File: src/verilog/ssc_regs.vh
// Constants for the serial clock, wait and shift-edge block.
`ifndef SSC_REGS_VH
`define SSC_REGS_VH
`define SSC_CLK_SEL_W      3
`define SSC_CLK_EXT        3'h7
`define SSC_CLK_SLOW       3'h0
`define SSC_DIV_SLOW_FC    4'hc
`define SSC_DIV_SLOW_FS    4'h4
`define SSC_DIV_BASE       4'h9
`define SSC_BITS           4'h8
`define SSC_MSB            3'h7
`define SSC_LSB            3'h0
`define SSC_CNT_W          12
`endif

File: src/verilog/ssc_rate_div.v
// Restartable divider that makes one-cycle enables at twice the serial clock rate.
`timescale 1ns/1ps
module ssc_rate_div #(
    parameter CNT_W = 12
) (
    // Clock and reset
    input  wire             clk_i,
    input  wire             rst_i,
    // Rate control
    input  wire             restart_i,
    input  wire [3:0]       div_log2_i,
    input  wire             fs_tick_i,
    input  wire             use_fs_i,
    // Half-period enable
    output reg              half_tick_o
);
    reg  [CNT_W-1:0] cnt_r;
    wire [CNT_W-1:0] last;
    wire             step;

    // A half period is 2^(n-1) source ticks.
    assign last = (({{(CNT_W-1){1'b0}}, 1'b1} << (div_log2_i - 4'h1)) - {{(CNT_W-1){1'b0}}, 1'b1});
    assign step = use_fs_i ? fs_tick_i : 1'b1;

    always @(posedge clk_i or posedge rst_i) begin
        if (rst_i) begin
            cnt_r       <= {CNT_W{1'b0}};
            half_tick_o <= 1'b0;
        end else if (restart_i) begin
            cnt_r       <= {CNT_W{1'b0}};
            half_tick_o <= 1'b0;
        end else if (step) begin
            if (cnt_r >= last) begin
                cnt_r       <= {CNT_W{1'b0}};
                half_tick_o <= 1'b1;
            end else begin
                cnt_r       <= cnt_r + {{(CNT_W-1){1'b0}}, 1'b1};
                half_tick_o <= 1'b0;
            end
        end else begin
            half_tick_o <= 1'b0;
        end
    end
endmodule

File: src/verilog/ssc_core.v
// Serial clock generation, automatic wait, shift edges and bit order.
// What this block does
// - Codes other than 111 drive internal clock.
// - Internal clock idles high around transfers.
// - Clock stops while buffer access pending.
// - Clock resumes within one serial period.
// - Code 000 and 001-110 select divide ratios.
// - Code 111 takes external clock, pin undriven.
// - Transmit shifts out on falling edge.
// - Receive samples on rising edge.
// - One bit order for both directions.
// - Order 0 is MSB first, 1 LSB first.
`timescale 1ns/1ps
`include "ssc_regs.vh"
module ssc_core #(
    parameter CNT_W = `SSC_CNT_W
) (
    // Clock and reset
    input  wire       clk_i,
    input  wire       rst_i,
    // Configuration
    input  wire [2:0] clk_sel_i,
    input  wire       divider_clock_select_i,
    input  wire       slow_mode_i,
    input  wire       low_freq_tick_i,
    input  wire       bit_order_select_i,
    // Transfer control from the mode sequencer
    input  wire       transfer_run_bit_i,
    input  wire       tx_data_ready_i,
    input  wire       rx_buffer_free_i,
    input  wire [7:0] tx_data_i,
    // Serial pins
    input  wire       serial_clock_pin_i,
    output reg        serial_clock_pin_o,
    output reg        serial_clock_pin_oe_n_o,
    input  wire       serial_in_pin_i,
    output reg        serial_out_pin_o,
    // Status and data to the mode sequencer
    output reg        transfer_active_flag_o,
    output reg        byte_load_o,
    output reg        byte_done_o,
    output reg  [7:0] rx_data_o,
    output reg        wait_o
);
    // ****************************************************************
    // Clock selection
    // ****************************************************************
    localparam ST_IDLE = 3'b001;
    localparam ST_LOW  = 3'b010;
    localparam ST_HIGH = 3'b100;

    reg  [2:0] state_r;
    reg  [2:0] state_nxt;
    reg  [3:0] bit_cnt_r;
    reg  [7:0] tx_sh_r;
    reg  [7:0] rx_sh_r;
    reg        ext_clk_d_r;
    reg  [3:0] div_log2;
    wire       ext_mode;
    wire       use_fs;
    wire       half_tick;
    wire       ready;
    wire       int_fall;
    wire       int_rise;
    wire       ext_fall;
    wire       ext_rise;
    wire       fall;
    wire       rise;

    assign ext_mode = (clk_sel_i == `SSC_CLK_EXT);
    assign use_fs   = (clk_sel_i == `SSC_CLK_SLOW) && (divider_clock_select_i || slow_mode_i);

    always @* begin
        if (clk_sel_i == `SSC_CLK_SLOW) begin
            div_log2 = use_fs ? `SSC_DIV_SLOW_FS : `SSC_DIV_SLOW_FC;
        end else begin
            div_log2 = `SSC_DIV_BASE - {1'b0, clk_sel_i};
        end
    end

    ssc_rate_div #(
        .CNT_W       (CNT_W)
    ) u_div (
        .clk_i       (clk_i),
        .rst_i       (rst_i),
        .restart_i   (state_r == ST_IDLE),
        .div_log2_i  (div_log2),
        .fs_tick_i   (low_freq_tick_i),
        .use_fs_i    (use_fs),
        .half_tick_o (half_tick)
    );

    // ****************************************************************
    // Internal clock sequencer with automatic wait
    // ****************************************************************
    // A new internal-clock byte may start only when data and room both exist; an external-clock byte needs data only.
    assign ready = tx_data_ready_i && rx_buffer_free_i;

    always @* begin
        state_nxt = state_r;
        case (state_r)
            ST_IDLE: begin
                if (!ext_mode && transfer_run_bit_i && ready) begin
                    state_nxt = ST_HIGH;
                end
            end
            ST_HIGH: begin
                if (half_tick) begin
                    if (bit_cnt_r == 4'h0 && !(transfer_run_bit_i && ready)) begin
                        state_nxt = ST_IDLE;
                    end else begin
                        state_nxt = ST_LOW;
                    end
                end
            end
            ST_LOW: begin
                if (half_tick) begin
                    state_nxt = ST_HIGH;
                end
            end
            default: begin
                state_nxt = ST_IDLE;
            end
        endcase
    end

    // Restarting from idle costs one half period plus one cycle before the first fall.
    assign int_fall = (state_r == ST_HIGH) && (state_nxt == ST_LOW);
    assign int_rise = (state_r == ST_LOW) && half_tick;
    // Pin is taken as synchronous; one delay flop finds its edges.
    assign ext_fall = ext_mode && ext_clk_d_r && !serial_clock_pin_i;
    assign ext_rise = ext_mode && !ext_clk_d_r && serial_clock_pin_i;
    assign fall     = ext_mode ? (ext_fall && (bit_cnt_r != 4'h0 ||
                      (transfer_run_bit_i && tx_data_ready_i))) : int_fall;
    assign rise     = ext_mode ? (ext_rise && transfer_active_flag_o) : int_rise;

    // ****************************************************************
    // Receive shift step
    // ****************************************************************
    // One helper serves both the shifter and the handed-over byte, so they cannot disagree.
    function [7:0] rx_shift;
        input       lsb_first;
        input       in_bit;
        input [7:0] sh;
        begin
            rx_shift = lsb_first ? {in_bit, sh[7:1]} : {sh[6:0], in_bit};
        end
    endfunction

    // ****************************************************************
    // Shift registers and pins
    // ****************************************************************
    always @(posedge clk_i or posedge rst_i) begin
        if (rst_i) begin
            state_r                 <= ST_IDLE;
            bit_cnt_r               <= 4'h0;
            tx_sh_r                 <= 8'h00;
            rx_sh_r                 <= 8'h00;
            ext_clk_d_r             <= 1'b1;
            serial_clock_pin_o      <= 1'b1;
            serial_clock_pin_oe_n_o <= 1'b1;
            serial_out_pin_o        <= 1'b1;
            transfer_active_flag_o  <= 1'b0;
            byte_load_o             <= 1'b0;
            byte_done_o             <= 1'b0;
            rx_data_o               <= 8'h00;
            wait_o                  <= 1'b0;
        end else begin
            state_r                 <= state_nxt;
            ext_clk_d_r             <= serial_clock_pin_i;
            serial_oe_update(ext_mode);
            serial_clock_pin_o      <= ext_mode ? 1'b1 : !(state_nxt == ST_LOW);
            byte_load_o             <= 1'b0;
            byte_done_o             <= 1'b0;
            wait_o                  <= !ext_mode && transfer_active_flag_o && bit_cnt_r == 4'h0 &&
                                       transfer_run_bit_i && !ready;
            if (fall) begin
                if (bit_cnt_r == 4'h0) begin
                    // Leading edge of a byte loads the shifter and puts out its first bit.
                    byte_load_o            <= 1'b1;
                    transfer_active_flag_o <= 1'b1;
                    bit_cnt_r              <= `SSC_BITS;
                    tx_sh_r                <= tx_data_i;
                    serial_out_pin_o       <= bit_order_select_i ? tx_data_i[`SSC_LSB] : tx_data_i[`SSC_MSB];
                end else begin
                    tx_sh_r          <= bit_order_select_i ? {1'b1, tx_sh_r[7:1]} : {tx_sh_r[6:0], 1'b1};
                    serial_out_pin_o <= bit_order_select_i ? tx_sh_r[1] : tx_sh_r[6];
                end
            end
            if (rise && bit_cnt_r != 4'h0) begin
                // Same order bit steers receive, so both directions always match.
                rx_sh_r   <= rx_shift(bit_order_select_i, serial_in_pin_i, rx_sh_r);
                bit_cnt_r <= bit_cnt_r - 4'h1;
                if (bit_cnt_r == 4'h1) begin
                    byte_done_o <= 1'b1;
                    rx_data_o   <= rx_shift(bit_order_select_i, serial_in_pin_i, rx_sh_r);
                    if (!transfer_run_bit_i) begin
                        transfer_active_flag_o <= 1'b0;
                        // With the internal clock the data line must not move on a rising edge;
                        // the idle branch below parks it high once the sequencer is idle.
                        if (ext_mode) begin
                            serial_out_pin_o   <= 1'b1;
                        end
                    end
                end
            end
            if (state_r == ST_IDLE && !ext_mode && bit_cnt_r == 4'h0 && !transfer_run_bit_i) begin
                transfer_active_flag_o <= 1'b0;
                serial_out_pin_o       <= 1'b1;
            end
        end
    end

    // Pin is released in external mode and driven (enable low) otherwise.
    task serial_oe_update;
        input ext;
        begin
            serial_clock_pin_oe_n_o <= ext;
        end
    endtask
endmodule

File: config.mk
export PLATFORM = sky130hd
export DESIGN_NAME = ssc_core
export DESIGN_NICKNAME = d
export VERILOG_FILES = /design/src/verilog/ssc_rate_div.v /design/src/verilog/ssc_core.v
export VERILOG_INCLUDE_DIRS = /design/src /design/src/verilog
export SDC_FILE = /design/constraint.sdc
export NUM_CORES = 1
export LEC_CHECK = 0
export ABC_CLOCK_PERIOD_IN_PS = 1900
export BUFFER_PORTS_ARGS = -buffer_cell sky130_fd_sc_hd__clkbuf_2
export CORE_ASPECT_RATIO = 0.5
export CORE_MARGIN = 3
export CORE_UTILIZATION = 37
export CTS_CLUSTER_DIAMETER = 30
export DETAILED_ROUTE_END_ITERATION = 6
export PLACE_DENSITY = 0.62
export SLEW_MARGIN = 20
export SYNTH_ARGS = -nofsm -noshare
export SYNTH_HDL_FRONTEND = slang
export SYNTH_SLANG_ARGS = --single-unit
File: constraint.sdc
create_clock -name clk_i -period 1.9 [get_ports clk_i]
set_input_delay 0.095 -clock clk_i [delete_from_list [all_inputs] [get_ports clk_i]]
set_output_delay 0.095 -clock clk_i [all_outputs]
set_load 0.005 [all_outputs]
==> run metrics, run 1 <==
worst hold endpoint wait_o; CP cell instances buf_6, buf_6, inv_4, nand3_4, or3_4, ha_4, nor3_2, a22o_1, a32oi_2, ha_1, nand4_1, a211oi_2, o41ai_4, buf_6, and2_4, a22o_1; Core Region 8370 um^2; total of max-cap violations 0; clk_lat worst skew 290 ps; Synth Area in Adders 0.0822; Core Util, Final 0.566; area taken by multi-input logic gates 2170 um^2; Post-Syn Area per Cell 9.07 um^2; simple-gate area share of the yosys netlist 0.200; root buffer cell clkbuf_16; fin nets 514; CTS tree built; Hold Path Cell Cnt 2; register area 1310 um^2; Compound-Gate Fraction of Synth Area 0.184; r2r setup slk -190 ps; post-synth top area cell dfrtp_1; post-synthesis register bit count 52; Place WS -1330 ps; area grow syn2layout 41.6%; diode count 0; Setup violations, final 14; Final HPWL DP 5790 um; Clk pin slew, worst setup/hold paths 70 ps; EDFF count, synth 0; largest net degree at the start of global routing 30; max_slew headroom 0.571; Final ANT Viol Nets 0; required time worst endpoint 2070 ps; Die X-Extent 141 um; Leak 2.21 nW; count of different cell masters after synthesis 65; clock buffer depth 2; H-tree levels 2; commonest cells after routing, fill and taps aside buf_4, dfrtp_1, nand2_1, nor2_1, clkbuf_2; Post-Syn Area 3350 um^2; TNS Setup -8630 ps; Vias 2956; sequential area share after synthesis 0.391; Worst Path Arrival 2790 ps; Ports 37; share of the synthesized area in the top cell type 0.351; Buffers on Ports 36; layout cell share with drive strength beyond 1 0.389; CP dominant cell by count buf_6; endpoints failing hold 0; Peak Freq 0.382 GHz; # DRC 0; WL final 8220 um; final setup skew 6.33 ps; Pre-antenna DRT Iters 4; first-pass GRT wire length 13400 um; worst hold path class in2reg; Final Worst Setup Slack -717 ps; DR WL/cell 14.1 um; Max stage delay cell, worst path or3_4; unrepaired setup endpoints after global routing yes; fin area 4740 um^2; Main synth FF type dfrtp_1; CTS Buf Count 5; worst slew pin tran 643 ps; Hold Startpoint rx_buffer_free_i; synth warn 0; Syn Nets 413; failing checks negative setup slack; Vias/cell 5.07; mux contribution to synthesized area 0.0770; Tmin final 2620 ps; XOR/XNOR Fraction of Synth Area 0.0131; Final Cycle Share 1.38; CP Launch Type primary input; Placed Instance Area 4090 um^2; critical path's largest stage delay 410 ps; critical-path maximum fanout 7; std cell rows 23; DRT iter0 DRCs 203; Initial Util 0.400; overall die height 73.3 um; Clock Sinks 52; crit path launch clk_sel_i[0]; maximum VDD drop 0.487 mV; PwrDens 656 nW/um^2; Syn Inst Count 369; status complete, but fails checks; WS Path Type in2reg; vias in the first global route 2807; Fillers 743; Area contributors post-synth dfrtp_1, ha_1, mux2i_1; Worst Reg-to-Reg Cells 8; max-slew violations 0; CP Capture Type register; GPL Wtd Cong 0.802; gr ovfl total 0; Async SR Flop Fraction 1.00; initial antenna violation count 0; hold slack 70.8 ps; largest family of logic cells by synthesized area simple AND/OR/NAND/NOR gates; FF-to-FF Start u_div.cnt_r[2]; overall routing resource usage 0.157; reg-to-reg critical path endpoint u_div.cnt_r[2]; die area 10300 um^2; most common cell after layout, fill and taps aside buf_4
==> state kept, by name, indices dropped and copies added (netlist names) <==
register                 count
serial_out_pin_o             1
u_div.half_tick_o            1
byte_load_o                  1
u_div.cnt_r                 12
serial_clock_pin_o           1
transfer_active_flag_o       1
wait_o                       1
state_r                      3
byte_done_o                  1
tx_sh_r                      8
bit_cnt_r                    4
rx_sh_r                      8
ext_clk_d_r                  1
rx_data_o                    8
serial_clock_pin_oe_n_o      1
==> what timing repair did <==
action,4_1_cts,5_1_grt
gates resized for setup,34,47
gates cloned,1,2
hold endpoints to repair,20,0
hold buffers,2,0
pin swaps,20,13
setup buffers,9,6
endpoints found under the setup margin,27,30
==> cells by family (layout without fill, tap and decap cells) <==
family                     Yosys count  count (layout)
AOI/OAI and AO/OA                   92              92
and+or+nand+nor                    139             139
buffers and inverters               35             137
DFF                                 52              52
adders and majority gates           22              22
xor gates and xnor gates             5               5
muxes                               24              24
==> routing by layer <==
layer  global-route usage  part of all wire  wire length, um  up-vias
met5                    0                 0                0        -
met4               0.0397            0.0084               69        0
met3               0.0208             0.026              215        9
met2                0.258              0.46             3780       41
met1                0.223              0.51             4150     1387
li1                     -                 -                -     1519
==> layout make-up <==
cell class	count	share of cell area
Clock buffer	6	0.0272
Clock inverter	2	0.00343
Inverter	17	0.0172
Multi-Input combinational cell	282	0.458
Sequential cell	52	0.276
Tap cell	112	0.0296
Timing Repair Buffer	112	0.189
==> where the power goes <==
| group | switching [mW] | leakage [nW] | internal (mW) |
|---|---|---|---|
| sequential | 0.0719 | 0.699 | 1.20 |
| combinational | 0.491 | 1.44 | 0.465 |
| clock | 0.392 | 0.0671 | 0.491 |
==> worst max path at each step <==
stage	depth (start not counted)	slack, ps	end
floorplan	17	-1200	u_div.cnt_r[3]
global placement	16	-1250	u_div.cnt_r[1]
detailed placement	16	-1330	u_div.cnt_r[1]
CTS	16	-760	u_div.cnt_r[1]
global route	16	-860	u_div.cnt_r[1]
finish	16	-720	u_div.cnt_r[1]
==> through the flow <==
| step | power, mW | std cells |
|---|---|---|
| final | 3.11 | 583 |
| after global routing | 3.30 | 583 |
| after CTS | 3.09 | 577 |
| after detailed placement | 2.10 | 558 |
| after global placement | 2.09 | 558 |
| after floorplan | 1.84 | 369 |
==> critical path, delay by kind of cell <==
kind | cells | cell delay [ps]
adders and majority gates | 2 | 490
buffers and inverters | 4 | 430
AOI/OAI and AO/OA | 5 | 950
and+or+nand+nor | 5 | 820
==> synth_stat cells, drive strengths merged, types with 4 or more instances <==
library cell and n:
dfstp 5, inv 16, nor2 44, a21oi 25, nor3 6, nand2 46, a211oi 5, ha 22
or3 4, nand3 14, clkbuf 5, buf 13, mux2i 22, dfrtp 47, nand4 4, o21ai 29
a31oi 7
Power figures use the tool's default switching activity.
==> run 2: changes to the inputs <==
--- a/config.mk
+++ b/config.mk
@@ -6,14 +6,14 @@
 export SDC_FILE = /design/constraint.sdc
 export NUM_CORES = 1
 export LEC_CHECK = 0
-export ABC_CLOCK_PERIOD_IN_PS = 1900
+export ABC_CLOCK_PERIOD_IN_PS = 2470
 export BUFFER_PORTS_ARGS = -buffer_cell sky130_fd_sc_hd__clkbuf_2
 export CORE_ASPECT_RATIO = 0.5
 export CORE_MARGIN = 3
 export CORE_UTILIZATION = 37
 export CTS_CLUSTER_DIAMETER = 30
 export DETAILED_ROUTE_END_ITERATION = 6
-export PLACE_DENSITY = 0.62
+export PLACE_DENSITY = 0.6
 export SLEW_MARGIN = 20
 export SYNTH_ARGS = -nofsm -noshare
 export SYNTH_HDL_FRONTEND = slang
==> constraint.sdc (replaced) <==
create_clock -name clk_i -period 2.47 [get_ports clk_i]
set_input_delay 0.1235 -clock clk_i [delete_from_list [all_inputs] [get_ports clk_i]]
set_output_delay 0.1235 -clock clk_i [all_outputs]
set_load 0.005 [all_outputs]
==> run metrics, run 2 (synthesis gave the netlist of run 1 again) <==
Core Util, Final 0.498; Initial Util 0.400; Vias/cell 5.17; endpoints failing hold 14; Leak 1.93 nW; clock buffer depth 2; Tot Pwr 2.27 mW; overall routing resource usage 0.147; # DRC 0; r2r setup slk 200 ps; Vias 2815; reg-to-reg critical path endpoint tx_sh_r[0]; first-pass GRT wire length 12600 um; CP Launch Type primary input; DRT iter0 DRCs 179; hold slack -14.4 ps; Worst Reg-to-Reg Cells 7; Setup violations, final 13; vias in the first global route 2691; Worst Path Arrival 2890 ps; commonest cells after routing, fill and taps aside dfrtp_1, nand2_1, nor2_1, clkbuf_2, buf_4; required time worst endpoint 2690 ps; max-slew violations 0; CTS Buf Count 5; WS Path Type in2reg; overall die height 73.3 um; critical path's largest stage delay 390 ps; diode count 0; die area 10300 um^2; CP cell instances clkbuf_16, clkinv_8, ha_4, or3_4, ha_4, nor2b_1, o31a_1, ha_1, a211oi_2, nand2_1, o41ai_4, buf_6, and2_4, a22o_1; CP dominant cell by count ha_4; layout cell share with drive strength beyond 1 0.278; PwrDens 545 nW/um^2; clk_lat worst skew 280 ps; unrepaired setup endpoints after global routing yes; GPL Wtd Cong 0.807; H-tree levels 2; Clk pin slew, worst setup/hold paths 70 ps; critical-path maximum fanout 8; Final Worst Setup Slack -206 ps; root buffer cell clkbuf_16; failing checks negative hold slack, negative setup slack; area grow syn2layout 24.6%; Die X-Extent 141 um; Final ANT Viol Nets 0; most common cell after layout, fill and taps aside dfrtp_1; Buffers on Ports 36; WL final 7280 um; worst hold path class in2async; worst slew pin tran 664 ps; Biggest register u_div.cnt_r; Largest register FFs 12; Pre-antenna DRT Iters 4; CP Capture Type register; TNS Setup -2130 ps; total of max-cap violations 0; initial antenna violation count 0; DR WL/cell 13.4 um; final setup skew 5.69 ps; Max stage delay cell, worst path or3_4; CTS tree built; std cell rows 23; Final HPWL DP 5420 um; Peak Freq 0.374 GHz; maximum VDD drop 0.352 mV; Clock Sinks 52; status complete, but fails checks; Core Region 8370 um^2; largest net degree at the start of global routing 53; FF-to-FF Start bit_cnt_r[0]; Final Cycle Share 1.08; Ports 37; gr ovfl total 0; max_slew headroom 0.558; fin nets 475; Tmin final 2680 ps
==> run 2: cell count changes in the layout (fill, tap and decap cells not counted), moves of 3 or more <==
cell	before	now
o21ai_1	6	3
buf_4	59	33
ha_1	17	20
o21ai_0	19	24
buf_6	11	3
inv_1	11	14
==> run 2: worst max-delay path, delay by kind of cell <==
kind	cells	cell delay, ps
and+or+nand+nor	4	810
adders and majority gates	3	620
AOI/OAI and AO/OA	4	990
buffers and inverters	3	350
==> run 2: how the worst max path moves through the flow <==
stage | cells after the start | endpoint | slack [ps] | from
finish | 14 | u_div.cnt_r[1] | -210 | clk_sel_i[1]
global route | 14 | u_div.cnt_r[3] | -380 | clk_sel_i[2]
CTS | 16 | u_div.cnt_r[1] | -230 | clk_sel_i[1]
detailed placement | 16 | u_div.cnt_r[1] | -810 | clk_sel_i[1]
global placement | 16 | u_div.cnt_r[1] | -740 | clk_sel_i[1]
floorplan | 17 | u_div.cnt_r[3] | -650 | clk_sel_i[1]
==> run 2: what timing repair did <==
item | 4_1_cts | 5_1_grt
pin swaps | 19 | 4
gates resized for setup | 19 | 6
setup endpoints to repair | 13 | 13
hold buffers | 1 | 0
setup buffers | 1 | 0
hold endpoints to repair | 1 | 0
gates cloned | 1 | 0
==> run 2: area by class of cell <==
cell class / count / area (um^2)
Multi-Input combinational cell: 282 / 1990
Clock buffer: 7 / 143
Sequential cell: 52 / 1310
Inverter: 17 / 78.8
Fill cell: 796 / 4200
Clock inverter: 1 / 7.51
Timing Repair Buffer: 73 / 500
Tap cell: 112 / 140
==> run 2: power breakdown <==
group	leakage (nW)	total (mW)	switching, mW	internal [mW]
registers	0.699	0.991	0.0656	0.925
clock network	0.0701	0.698	0.294	0.404
logic	1.16	0.586	0.315	0.270
total	1.93	2.27	0.675	1.60
==> run 2: layer usage <==
layer / vias to the layer above / share of wire / GRT usage
li1: 1448 / - / -
met1: 1313 / 0.52 / 0.213
met2: 49 / 0.44 / 0.235
met3: 5 / 0.027 / 0.0169
met4: 0 / 0.0070 / 0.0387
met5: - / 0 / 0
==> run 2: metrics by stage <==
stage          std cells  setup WS (ps)  instance area, um^2  hold slack [ps]
5_1_grt              544           -384                 4170             49.1
6_report             544           -206                 4170            -14.4
3_5_place_dp         534           -813                 3890              242
4_1_cts              544           -227                 4140             20.6
3_3_place_gp         534           -742                 3890              242
2_1_floorplan        369           -654                 3450              128
